`config.mk`:
```
export PLATFORM = sky130hd
export DESIGN_NAME = iqda_top
export DESIGN_NICKNAME = d
export VERILOG_FILES = /design/src/rtl/iqda_pkg.sv /design/src/rtl/iqda_top.sv /design/src/rtl/iqda_word_timer.sv /design/src/rtl/iqda_assembler.sv
export SDC_FILE = /design/constraint.sdc
export NUM_CORES = 1
export LEC_CHECK = 0
export BUFFER_PORTS_ARGS = -buffer_cell sky130_fd_sc_hd__clkbuf_2
export CAP_MARGIN = 40
export CORE_MARGIN = 2
export CORE_UTILIZATION = 50
export DETAILED_ROUTE_END_ITERATION = 10
export PLACE_DENSITY = 0.82
export SLEW_MARGIN = 30
export SYNTH_ARGS = -nofsm -noshare
export SYNTH_HDL_FRONTEND = slang
export SYNTH_SLANG_ARGS = --single-unit
```
`constraint.sdc`:
```
create_clock -name CORE_CLK_I -period 3.1 [get_ports CORE_CLK_I]
set_input_delay 0 -clock CORE_CLK_I [delete_from_list [all_inputs] [get_ports CORE_CLK_I]]
set_output_delay 0 -clock CORE_CLK_I [all_outputs]
set_load 0.1 [all_outputs]
```
`src/rtl/iqda_pkg.sv`:
```
package iqda_pkg;
   // Register indices; the byte address of each is four times its index.
   localparam logic [5:0] IDX_CTRL = 6'h01;
   localparam logic [5:0] IDX_HB = 6'h06;
   localparam logic [5:0] IDX_FMT = 6'h20;
   localparam logic [5:0] IDX_STAT = 6'h21;
   localparam logic [5:0] IDX_CMD = 6'h22;
   localparam int ADDR_W = 8;
   // Field positions.
   localparam int CONT_BIT = 6;
   localparam int HB3_BYP_BIT = 0;
   localparam int FMT_N_LSB = 0;
   localparam int FMT_SEL_LSB = 8;
   localparam int STAT_OVF_BIT = 0;
   localparam int STAT_IDLE_BIT = 1;
   localparam int STAT_LOCK_BIT = 2;
   localparam int CMD_RST_BIT = 0;
   // Values after reset, the smallest N and the bus response codes.
   localparam logic CONT_RST = 1'b0;
   localparam logic HB3_BYP_RST = 1'b0;
   localparam logic [5:0] N_RST = 6'h02;
   localparam logic [5:0] N_MIN = 6'h02;
   localparam logic [1:0] RESP_OKAY = 2'h0;
   localparam logic [1:0] RESP_SLVERR = 2'h2;
   typedef enum logic [1:0] {
      IQDA_FULL = 2'b00,
      IQDA_HALF = 2'b01,
      IQDA_QUARTER = 2'b11
   } iqda_fmt_e;
   typedef enum logic [1:0] {
      ST_IDLE = 2'b00,
      ST_RUN = 2'b01,
      ST_GAP = 2'b11
   } iqda_sync_e;
endpackage

```
`src/rtl/iqda_top.sv`:
```
// The register offsets and the AXI4-Lite interface to the registers were chosen for this implementation.
`timescale 1ns/1ns
module iqda_top
   import iqda_pkg::*;
(
   input wire logic CORE_CLK_I, // Multiplied core clock.
   input wire logic RST_I, // Synchronous reset, active high.
   input wire logic TX_FRAME_STROBE_I, // Frame strobe from the source.
   input wire logic [11:0] DATA_I, // Input data bus.
   input wire logic PLL_LOCKED_I, // Clock multiplier is locked.
   output logic [11:0] I_DATA_O, // Assembled I sample.
   output logic [11:0] Q_DATA_O, // Assembled Q sample.
   output logic IQ_VALID_O, // Pair pulse.
   output logic OVERFLOW_O, // Sticky interpolator overflow.
   input wire logic [iqda_pkg::ADDR_W-1:0] S_AXI_AWADDR_I, // Write address.
   input wire logic S_AXI_AWVALID_I, // Write address valid.
   output logic S_AXI_AWREADY_O, // Write address ready.
   input wire logic [31:0] S_AXI_WDATA_I, // Write data.
   input wire logic [3:0] S_AXI_WSTRB_I, // Write byte strobes.
   input wire logic S_AXI_WVALID_I, // Write data valid.
   output logic S_AXI_WREADY_O, // Write data ready.
   output logic [1:0] S_AXI_BRESP_O, // Write response.
   output logic S_AXI_BVALID_O, // Write response valid.
   input wire logic S_AXI_BREADY_I, // Write response ready.
   input wire logic [iqda_pkg::ADDR_W-1:0] S_AXI_ARADDR_I, // Read address.
   input wire logic S_AXI_ARVALID_I, // Read address valid.
   output logic S_AXI_ARREADY_O, // Read address ready.
   output logic [31:0] S_AXI_RDATA_O, // Read data.
   output logic [1:0] S_AXI_RRESP_O, // Read response.
   output logic S_AXI_RVALID_O, // Read data valid.
   input wire logic S_AXI_RREADY_I // Read data ready.
);
   import iqda_pkg::*;

   logic aw_hold_reg;
   logic w_hold_reg;
   logic [5:0] wr_idx_reg;
   logic [31:0] wdata_reg;
   logic [3:0] wstrb_reg;
   logic wr_en;
   logic wr_ok;
   logic [5:0] rd_idx;
   logic cont_reg;
   logic hb3_byp_reg;
   logic [5:0] n_reg;
   iqda_fmt_e fmt_reg;
   logic cmd_rst;
   logic overflow_reg;
   iqda_sync_e state_reg;
   logic strobe_prev_reg;
   logic rise;
   logic [8:0] low_cnt_reg;
   logic [7:0] sample_period;
   logic [7:0] word_period;
   logic take;
   logic zero_feed;
   logic pair;
   logic [11:0] pair_i;
   logic [11:0] pair_q;

   // Write channel: address and data are held separately, then applied together.
   always_ff @(posedge CORE_CLK_I) begin
      if (RST_I) begin
         aw_hold_reg <= 1'b0;
         w_hold_reg <= 1'b0;
         wr_idx_reg <= 6'h00;
         wdata_reg <= 32'h0000_0000;
         wstrb_reg <= 4'h0;
         S_AXI_AWREADY_O <= 1'b1;
         S_AXI_WREADY_O <= 1'b1;
         S_AXI_BVALID_O <= 1'b0;
         S_AXI_BRESP_O <= RESP_OKAY;
      end else begin
         if (S_AXI_AWVALID_I && S_AXI_AWREADY_O) begin
            aw_hold_reg <= 1'b1;
            wr_idx_reg <= S_AXI_AWADDR_I[ADDR_W-1:2];
            S_AXI_AWREADY_O <= 1'b0;
         end
         if (S_AXI_WVALID_I && S_AXI_WREADY_O) begin
            w_hold_reg <= 1'b1;
            wdata_reg <= S_AXI_WDATA_I;
            wstrb_reg <= S_AXI_WSTRB_I;
            S_AXI_WREADY_O <= 1'b0;
         end
         if (wr_en) begin
            aw_hold_reg <= 1'b0;
            w_hold_reg <= 1'b0;
            S_AXI_BVALID_O <= 1'b1;
            S_AXI_BRESP_O <= wr_ok ? RESP_OKAY : RESP_SLVERR;
         end
         if (S_AXI_BVALID_O && S_AXI_BREADY_I) begin
            S_AXI_BVALID_O <= 1'b0;
            S_AXI_AWREADY_O <= 1'b1;
            S_AXI_WREADY_O <= 1'b1;
         end
      end
   end

   assign wr_en = aw_hold_reg && w_hold_reg && !S_AXI_BVALID_O;
   assign wr_ok = (wr_idx_reg == IDX_CTRL) || (wr_idx_reg == IDX_HB) || (wr_idx_reg == IDX_FMT)
      || (wr_idx_reg == IDX_STAT) || (wr_idx_reg == IDX_CMD);
   assign cmd_rst = wr_en && (wr_idx_reg == IDX_CMD) && wstrb_reg[0] && wdata_reg[CMD_RST_BIT];

   // Configuration registers; a reserved format code behaves as full word.
   always_ff @(posedge CORE_CLK_I) begin
      if (RST_I) begin
         cont_reg <= CONT_RST;
         hb3_byp_reg <= HB3_BYP_RST;
         n_reg <= N_RST;
         fmt_reg <= IQDA_FULL;
      end else if (wr_en && wstrb_reg[0]) begin
         if (wr_idx_reg == IDX_CTRL) begin
            cont_reg <= wdata_reg[CONT_BIT];
         end
         if (wr_idx_reg == IDX_HB) begin
            hb3_byp_reg <= wdata_reg[HB3_BYP_BIT];
         end
         if (wr_idx_reg == IDX_FMT) begin
            n_reg <= (wdata_reg[FMT_N_LSB +: 6] < N_MIN) ? N_MIN : wdata_reg[FMT_N_LSB +: 6];
         end
      end
      if (!RST_I && wr_en && wstrb_reg[1] && wr_idx_reg == IDX_FMT) begin
         fmt_reg <= (wdata_reg[FMT_SEL_LSB +: 2] == IQDA_QUARTER) ? IQDA_QUARTER
            : (wdata_reg[FMT_SEL_LSB +: 2] == IQDA_HALF) ? IQDA_HALF : IQDA_FULL;
      end
   end

   // Read channel answers one cycle after the address is taken.
   assign rd_idx = S_AXI_ARADDR_I[ADDR_W-1:2];
   always_ff @(posedge CORE_CLK_I) begin
      if (RST_I) begin
         S_AXI_ARREADY_O <= 1'b1;
         S_AXI_RVALID_O <= 1'b0;
         S_AXI_RDATA_O <= 32'h0000_0000;
         S_AXI_RRESP_O <= RESP_OKAY;
      end else if (S_AXI_ARVALID_I && S_AXI_ARREADY_O) begin
         S_AXI_ARREADY_O <= 1'b0;
         S_AXI_RVALID_O <= 1'b1;
         S_AXI_RRESP_O <= RESP_OKAY;
         S_AXI_RDATA_O <= 32'h0000_0000;
         unique case (rd_idx)
            IDX_CTRL: S_AXI_RDATA_O[CONT_BIT] <= cont_reg;
            IDX_HB: S_AXI_RDATA_O[HB3_BYP_BIT] <= hb3_byp_reg;
            IDX_FMT: begin
               S_AXI_RDATA_O[FMT_N_LSB +: 6] <= n_reg;
               S_AXI_RDATA_O[FMT_SEL_LSB +: 2] <= fmt_reg;
            end
            IDX_STAT: begin
               S_AXI_RDATA_O[STAT_OVF_BIT] <= overflow_reg;
               S_AXI_RDATA_O[STAT_IDLE_BIT] <= (state_reg == ST_IDLE);
               S_AXI_RDATA_O[STAT_LOCK_BIT] <= PLL_LOCKED_I;
            end
            IDX_CMD: S_AXI_RDATA_O <= 32'h0000_0000;
            default: S_AXI_RRESP_O <= RESP_SLVERR;
         endcase
      end else if (S_AXI_RVALID_O && S_AXI_RREADY_I) begin
         S_AXI_RVALID_O <= 1'b0;
         S_AXI_ARREADY_O <= 1'b1;
      end
   end

   // One sample is 2HN core cycles; a bus word is that divided by I.
   // The source keeps the reference a whole fraction of this.
   always_comb begin
      sample_period = hb3_byp_reg ? {1'b0, n_reg, 1'b0} : {n_reg, 2'b00};
      unique case (fmt_reg)
         IQDA_HALF: word_period = sample_period >> 1;
         IQDA_QUARTER: word_period = sample_period >> 2;
         default: word_period = sample_period;
      endcase
   end

   always_ff @(posedge CORE_CLK_I) begin
      if (RST_I) begin
         strobe_prev_reg <= 1'b0;
      end else begin
         strobe_prev_reg <= TX_FRAME_STROBE_I;
      end
   end
   assign rise = TX_FRAME_STROBE_I && !strobe_prev_reg;

   // Strobe tracking: a rise enters run, a low longer than one sample goes idle.
   always_ff @(posedge CORE_CLK_I) begin
      if (RST_I || cmd_rst) begin
         state_reg <= ST_IDLE;
         low_cnt_reg <= 9'h000;
      end else if (rise) begin
         state_reg <= ST_RUN;
         low_cnt_reg <= 9'h000;
      end else if (!TX_FRAME_STROBE_I) begin
         if (low_cnt_reg <= {1'b0, sample_period}) begin
            low_cnt_reg <= low_cnt_reg + 9'h001;
         end
         unique case (state_reg)
            ST_RUN: state_reg <= ST_GAP;
            ST_GAP: state_reg <= (low_cnt_reg >= {1'b0, sample_period}) ? ST_IDLE : ST_GAP;
            default: state_reg <= ST_IDLE;
         endcase
      end
   end

   // Continuous mode never substitutes zeros.
   assign zero_feed = !cont_reg && (state_reg == ST_IDLE);

   iqda_word_timer u_timer (
      .clk_i(CORE_CLK_I),
      .rst_i(RST_I),
      .restart_i(rise || cmd_rst),
      .period_i(word_period),
      .take_o(take)
   );

   iqda_assembler u_asm (
      .clk_i(CORE_CLK_I),
      .rst_i(RST_I),
      .clear_i(rise || cmd_rst),
      .take_i(take),
      .fmt_i(cont_reg ? IQDA_FULL : fmt_reg),
      .bus_i(DATA_I),
      .zero_i(zero_feed),
      .use_level_i(cont_reg),
      .level_i_i(TX_FRAME_STROBE_I),
      .pair_o(pair),
      .i_o(pair_i),
      .q_o(pair_q)
   );

   // Nonzero continuous data while the multiplier is unlocked corrupts the
   // interpolator; only RST_I or the reset command clears it, and a new hit wins.
   always_ff @(posedge CORE_CLK_I) begin
      if (RST_I) begin
         overflow_reg <= 1'b0;
      end else if (cont_reg && !PLL_LOCKED_I && pair && (pair_i != 12'h000 || pair_q != 12'h000)) begin
         overflow_reg <= 1'b1;
      end else if (cmd_rst) begin
         overflow_reg <= 1'b0;
      end
   end

   always_ff @(posedge CORE_CLK_I) begin
      if (RST_I) begin
         I_DATA_O <= 12'h000;
         Q_DATA_O <= 12'h000;
         IQ_VALID_O <= 1'b0;
         OVERFLOW_O <= 1'b0;
      end else begin
         IQ_VALID_O <= pair;
         OVERFLOW_O <= overflow_reg;
         if (pair) begin
            I_DATA_O <= pair_i;
            Q_DATA_O <= pair_q;
         end
      end
   end

   // Helper counters for the checks below.
   logic [8:0] since_rise_reg;
   logic [8:0] since_take_reg;
   logic take_seen_reg;
   logic [9:0] idle_cnt_reg;
   logic span_ok_reg;
   logic [7:0] wp_prev_reg;
   always_ff @(posedge CORE_CLK_I) begin
      if (RST_I || rise || cmd_rst) begin
         since_rise_reg <= 9'h000;
         take_seen_reg <= 1'b0;
      end else begin
         if (since_rise_reg != 9'h1FF) begin
            since_rise_reg <= since_rise_reg + 9'h001;
         end
         if (take) begin
            take_seen_reg <= 1'b1;
         end
      end
      if (RST_I || take) begin
         since_take_reg <= 9'h000;
      end else if (since_take_reg != 9'h1FF) begin
         since_take_reg <= since_take_reg + 9'h001;
      end
      if (RST_I || state_reg != ST_IDLE || cont_reg) begin
         idle_cnt_reg <= 10'h000;
      end else if (idle_cnt_reg != 10'h3FF) begin
         idle_cnt_reg <= idle_cnt_reg + 10'h001;
      end
      wp_prev_reg <= word_period;
      span_ok_reg <= !(RST_I || rise || cmd_rst || word_period != wp_prev_reg) && (span_ok_reg || take);
   end
endmodule // iqda_top

```
`src/rtl/iqda_word_timer.sv`:
```
`timescale 1ns/1ns
module iqda_word_timer
   import iqda_pkg::*;
(
   input wire logic clk_i, // Core clock.
   input wire logic rst_i, // Synchronous reset.
   input wire logic restart_i, // Resynchronise the word phase.
   input wire logic [7:0] period_i, // Core cycles per bus word.
   output logic take_o // Mid-word capture pulse.
);
   logic [7:0] phase_reg;

   // The phase restarts at zero one cycle after the restart request.
   always_ff @(posedge clk_i) begin
      if (rst_i || restart_i) begin
         phase_reg <= 8'h00;
      end else if (phase_reg >= period_i - 8'h01) begin
         phase_reg <= 8'h00;
      end else begin
         phase_reg <= phase_reg + 8'h01;
      end
   end

   assign take_o = !rst_i && !restart_i && (phase_reg == (period_i >> 1));
endmodule // iqda_word_timer

```
`src/rtl/iqda_assembler.sv`:
```
`timescale 1ns/1ns
module iqda_assembler
   import iqda_pkg::*;
(
   input wire logic clk_i, // Core clock.
   input wire logic rst_i, // Synchronous reset.
   input wire logic clear_i, // Start a new I/Q pair.
   input wire logic take_i, // Capture the bus now.
   input wire iqda_pkg::iqda_fmt_e fmt_i, // Word format.
   input wire logic [11:0] bus_i, // Input data bus.
   input wire logic zero_i, // Feed zeros instead of the bus.
   input wire logic use_level_i, // Strobe level picks I or Q.
   input wire logic level_i_i, // Strobe high marks an I word.
   output logic pair_o, // One-cycle pair pulse.
   output logic [11:0] i_o, // Assembled I.
   output logic [11:0] q_o // Assembled Q.
);
   logic [11:0] acc_reg;
   logic [11:0] i_hold_reg;
   logic [2:0] cnt_reg;
   logic have_i_reg;
   logic [2:0] ppw_m1;
   logic [11:0] word;
   logic last_piece;
   logic is_q;

   always_comb begin
      ppw_m1 = use_level_i ? 3'h0 : (fmt_i == IQDA_HALF) ? 3'h1 : (fmt_i == IQDA_QUARTER) ? 3'h3 : 3'h0;
      last_piece = (cnt_reg & ppw_m1) == ppw_m1;
      is_q = use_level_i ? !level_i_i : (cnt_reg > ppw_m1);
      unique case (fmt_i)
         IQDA_HALF: word = {acc_reg[5:0], bus_i[11:6]};
         IQDA_QUARTER: word = {acc_reg[8:0], bus_i[11:9]};
         default: word = bus_i;
      endcase
      // A burst strobe that is low at an I piece means the burst is over, so the bus is not trusted.
      if (zero_i || (!use_level_i && !level_i_i && !is_q)) begin
         word = 12'h000;
      end
   end

   always_ff @(posedge clk_i) begin
      if (rst_i || clear_i) begin
         acc_reg <= 12'h000;
         cnt_reg <= 3'h0;
         have_i_reg <= 1'b0;
         i_hold_reg <= 12'h000;
      end else if (take_i) begin
         acc_reg <= word;
         cnt_reg <= (is_q && last_piece) ? 3'h0 : cnt_reg + 3'h1;
         if (last_piece && !is_q) begin
            i_hold_reg <= word;
            have_i_reg <= 1'b1;
         end else if (last_piece) begin
            have_i_reg <= 1'b0;
         end
      end
   end

   // Both halves leave together, so I and Q are time aligned.
   always_ff @(posedge clk_i) begin
      if (rst_i) begin
         pair_o <= 1'b0;
         i_o <= 12'h000;
         q_o <= 12'h000;
      end else begin
         pair_o <= take_i && !clear_i && last_piece && is_q && (have_i_reg || !use_level_i);
         if (take_i && last_piece && is_q) begin
            i_o <= i_hold_reg;
            q_o <= word;
         end
      end
   end
endmodule // iqda_assembler

```
==> impl_metrics.ini <==
[sta]
hold_violations = 0
timing.final.max_slew_violations = 0
skew_ns = 0.0137
tightest_slew_ns = 0.810
fmax_mhz = 340
final.period_utilization_pct = 95.0
fin_setup_tns_ns = 0
setup_repair_after_global_routing_missed_its_margin = false
final.min_clock_period_ns = 2.94
timing.max_slew.rel_slack_pct = 45.6
final_setup_violations = 0

[placed_design]
dpl.cell_count = 1080
gpl.final_weighted_congestion = 0.924
place.port_buffers = 85
detailedPlacementHpwl_um = 11800

[detailed_routing]
first_iter_violations = 527
vias = 6338
postRouteWirelength_um = 17300
route.antenna.remaining_nets = 0
average_wire_per_standard_cell_um = 15.1
drt_drc_violations_left = 0
post_drt_via_cell_ratio = 5.54
drt_pre_antenna_iters = 5

[worst_setup_path]
path_delay_family = compound AO/OA/AOI/OAI gates
cp_slowest_cell = mux2_2
worst_setup_path_end_kind = flop
critical_path.max_stage_delay_ns = 0.39
worstPathCellList = buf_4, inv_2, mux2_2, a21oi_1, ha_1, ha_1, a21o_1, a21o_1, a21o_1, a211oi_1, o21ai_2, nor2_1
path_common_cell = a21o_1
critPathBufInv = 2
criticalPathCategory = flop to flop
critical_path.max_fanout = 8
crit_required_ns = 3.45
critPathArrivalTime_ns = 3.29
worstSetupStartpointType = flop

[outcome]
status = finished clean

[cells_and_area]
most_frequent_standard_cell_in_the_layout_excluding_fill_and_tap_cells = dfxtp_1
syn2layout_area_growth_pct = 22.2
layout_common_cells = 139 x dfxtp_1, 90 x nand2_1, 84 x clkbuf_2
nNetsFinal = 1047
multi_input_comb_area_mm2 = 0.00372
antenna_cells = 0
fillerInstances = 1151
fraction_of_final_layout_cells_sized_beyond_drive_strength_1_pct = 16.7
final-seq-area_mm2 = 0.00286
finalNonFillerCells = 1145

[run]
max_cap_violations = 0

[clock_network]
clock_tree.buffer_depth = 2
cts_htree_levels = 4
cts_post_setup_buffers_inserted = 0
clk-insertion-delay-late_ns = 0.42
tritoncts = yes
cts_inserted_buffers = 17
clk_pin_slew_ns = 0.06
clock_tree.root_cell = clkbuf_16
cts.sink_count = 142

[global_routing]
grt.overflow.total = 0
antenna_found_initial = 0
met2_usage_pct = 37.3
via_count_of_the_first_global_routing_pass = 5820
grt_first_pass_wirelength_um = 28000
met3_usage_pct = 5.43
grt.total_usage_pct = 23.5
grt_start_max_net_pins = 51
most_congested_layer_reported_by_global_routing = met2
met1_usage_pct = 31.8

[floorplan]
placeable_area_mm2 = 0.0138
starting_utilization_of_the_core_area_pct = 50.6
rows = 43
floorplan.die.width_um = 122
die_h_um = 122
num_io_pins = 140
die-area_mm2 = 0.0149

[synthesis]
async_flop_share_pct = 0
synth_cells = 836
synth.cell_area_mm2 = 0.00697
syn_avg_cell_area_um2 = 8.34
ys_seq_elements = 142
synth_sequential_area_ratio_pct = 41.0
synth-edff-count = 2
postSynth.topFlopCell = dfxtp_1
synth_cell_types = 64
synthesis.yosys.warnings = 0

[power]
irDropWorstVdd_v = 0.000424
leakagePower_nw = 3.45
power_density_mw_per_mm2 = 519

[hold_path]
min-delay-path-class = input pin to flop
==> layout make-up <==
| type | instances | share of cell area, % |
|---|---|---|
| Clock buffer | 19 | 5.08 |
| Clock inverter | 13 | 1.79 |
| Inverter | 22 | 0.969 |
| Multi-Input combinational cell | 616 | 43.7 |
| Sequential cell | 142 | 33.6 |
| Tap cell | 180 | 2.64 |
| Timing Repair Buffer | 153 | 12.2 |
==> worst reg2reg max path, delay by kind of cell, from the launching register on <==
kind	cells	cell delay (ns)
AOI/OAI and AO/OA	6	1.20
adders and majority gates	2	0.52
buffers and inverters	2	0.29
DFF	1	0.35
muxes	1	0.39
and+or+nand+nor	1	0.14
==> stage by stage <==
| stage | total power [mW] | hold WS [ns] | cell area (um2) | worst slack (ns) | utilization, % |
|---|---|---|---|---|---|
| after floorplan | 2.32 | 0.100 | 7070 | 0.0528 | - |
| after global placement | 2.39 | 0.208 | 7570 | 0.145 | 55.0 |
| final | 4.43 | 0.0252 | 8520 | 0.156 | 61.9 |
| after detailed placement | 2.40 | 0.231 | 7590 | 0.0693 | 55.1 |
| after global routing | 4.58 | 0.0539 | 8520 | 0.00231 | 61.9 |
| after CTS | 4.43 | 0.00507 | 8510 | 0.0504 | 61.8 |
==> layer usage <==
metal | share of wire, % | routed length, um
met1 | 46 | 8020
met2 | 46 | 8000
met3 | 5.5 | 950
met4 | 1.8 | 303
met5 | 0 | 0
==> path summary, 6_finish.rpt <==
check	start	endpoint	slack, ns	cells past startpoint
worst max-delay path	hb3_byp_reg	u_timer.phase_reg[3]	0.16	12
worst max register to register	hb3_byp_reg	u_timer.phase_reg[3]	0.16	12
worst min register to register	wdata_reg[9]	wdata_reg[9]	0.45	2
worst min-delay path	S_AXI_ARADDR_I[3]	S_AXI_RDATA_O[6]	0.03	6
==> cell families (layout without fill, tap and decap cells) <==
kind of cell / Yosys count / count (layout) / share of synthesized area, %
flops: 142 / 142 / 41.0
mux: 58 / 58 / 8.36
buf+inv: 102 / 207 / 7.21
other cells: 1 / 25 / 0.0538
fa+ha+maj: 22 / 22 / 3.95
compound gates: 190 / 190 / 16.5
simple gates: 303 / 303 / 20.6
xor+xnor: 18 / 18 / 2.26
==> cells in the mapped netlist, types with 5 or more instances <==
cell type	n	area [um2]
xnor2_1	8	70.1
nor3_1	9	45.0
and2_1	7	43.8
a211oi_1	19	143
nand2_1	91	342
nand4_1	6	37.5
buf_2	12	60.1
o21ai_1	35	175
nand2b_1	7	43.8
buf_4	26	195
nor2_1	79	297
a21oi_1	76	380
mux2i_1	56	561
a21o_1	5	37.5
nand3_1	56	280
nor4_1	11	68.8
xor2_1	10	87.6
dfxtp_1	140	2800
a22oi_1	6	45.0
o21ai_0	13	65.1
o31ai_1	5	37.5
ha_1	22	275
nor2b_1	7	43.8
and3_1	8	50.1
clkbuf_1	39	146
inv_1	20	75.1
==> report_power, final <==
part	internal, mW	switching (mW)
sequential	1.86	0.0312
clock	1.20	0.814
combinational	0.141	0.377
==> what timing repair did <==
item	CTS	global route
endpoints found under the setup margin	0	12
resized for setup	0	5
hold endpoints to repair	28	0
hold buffers	33	0
Power figures use the tool's default switching activity.
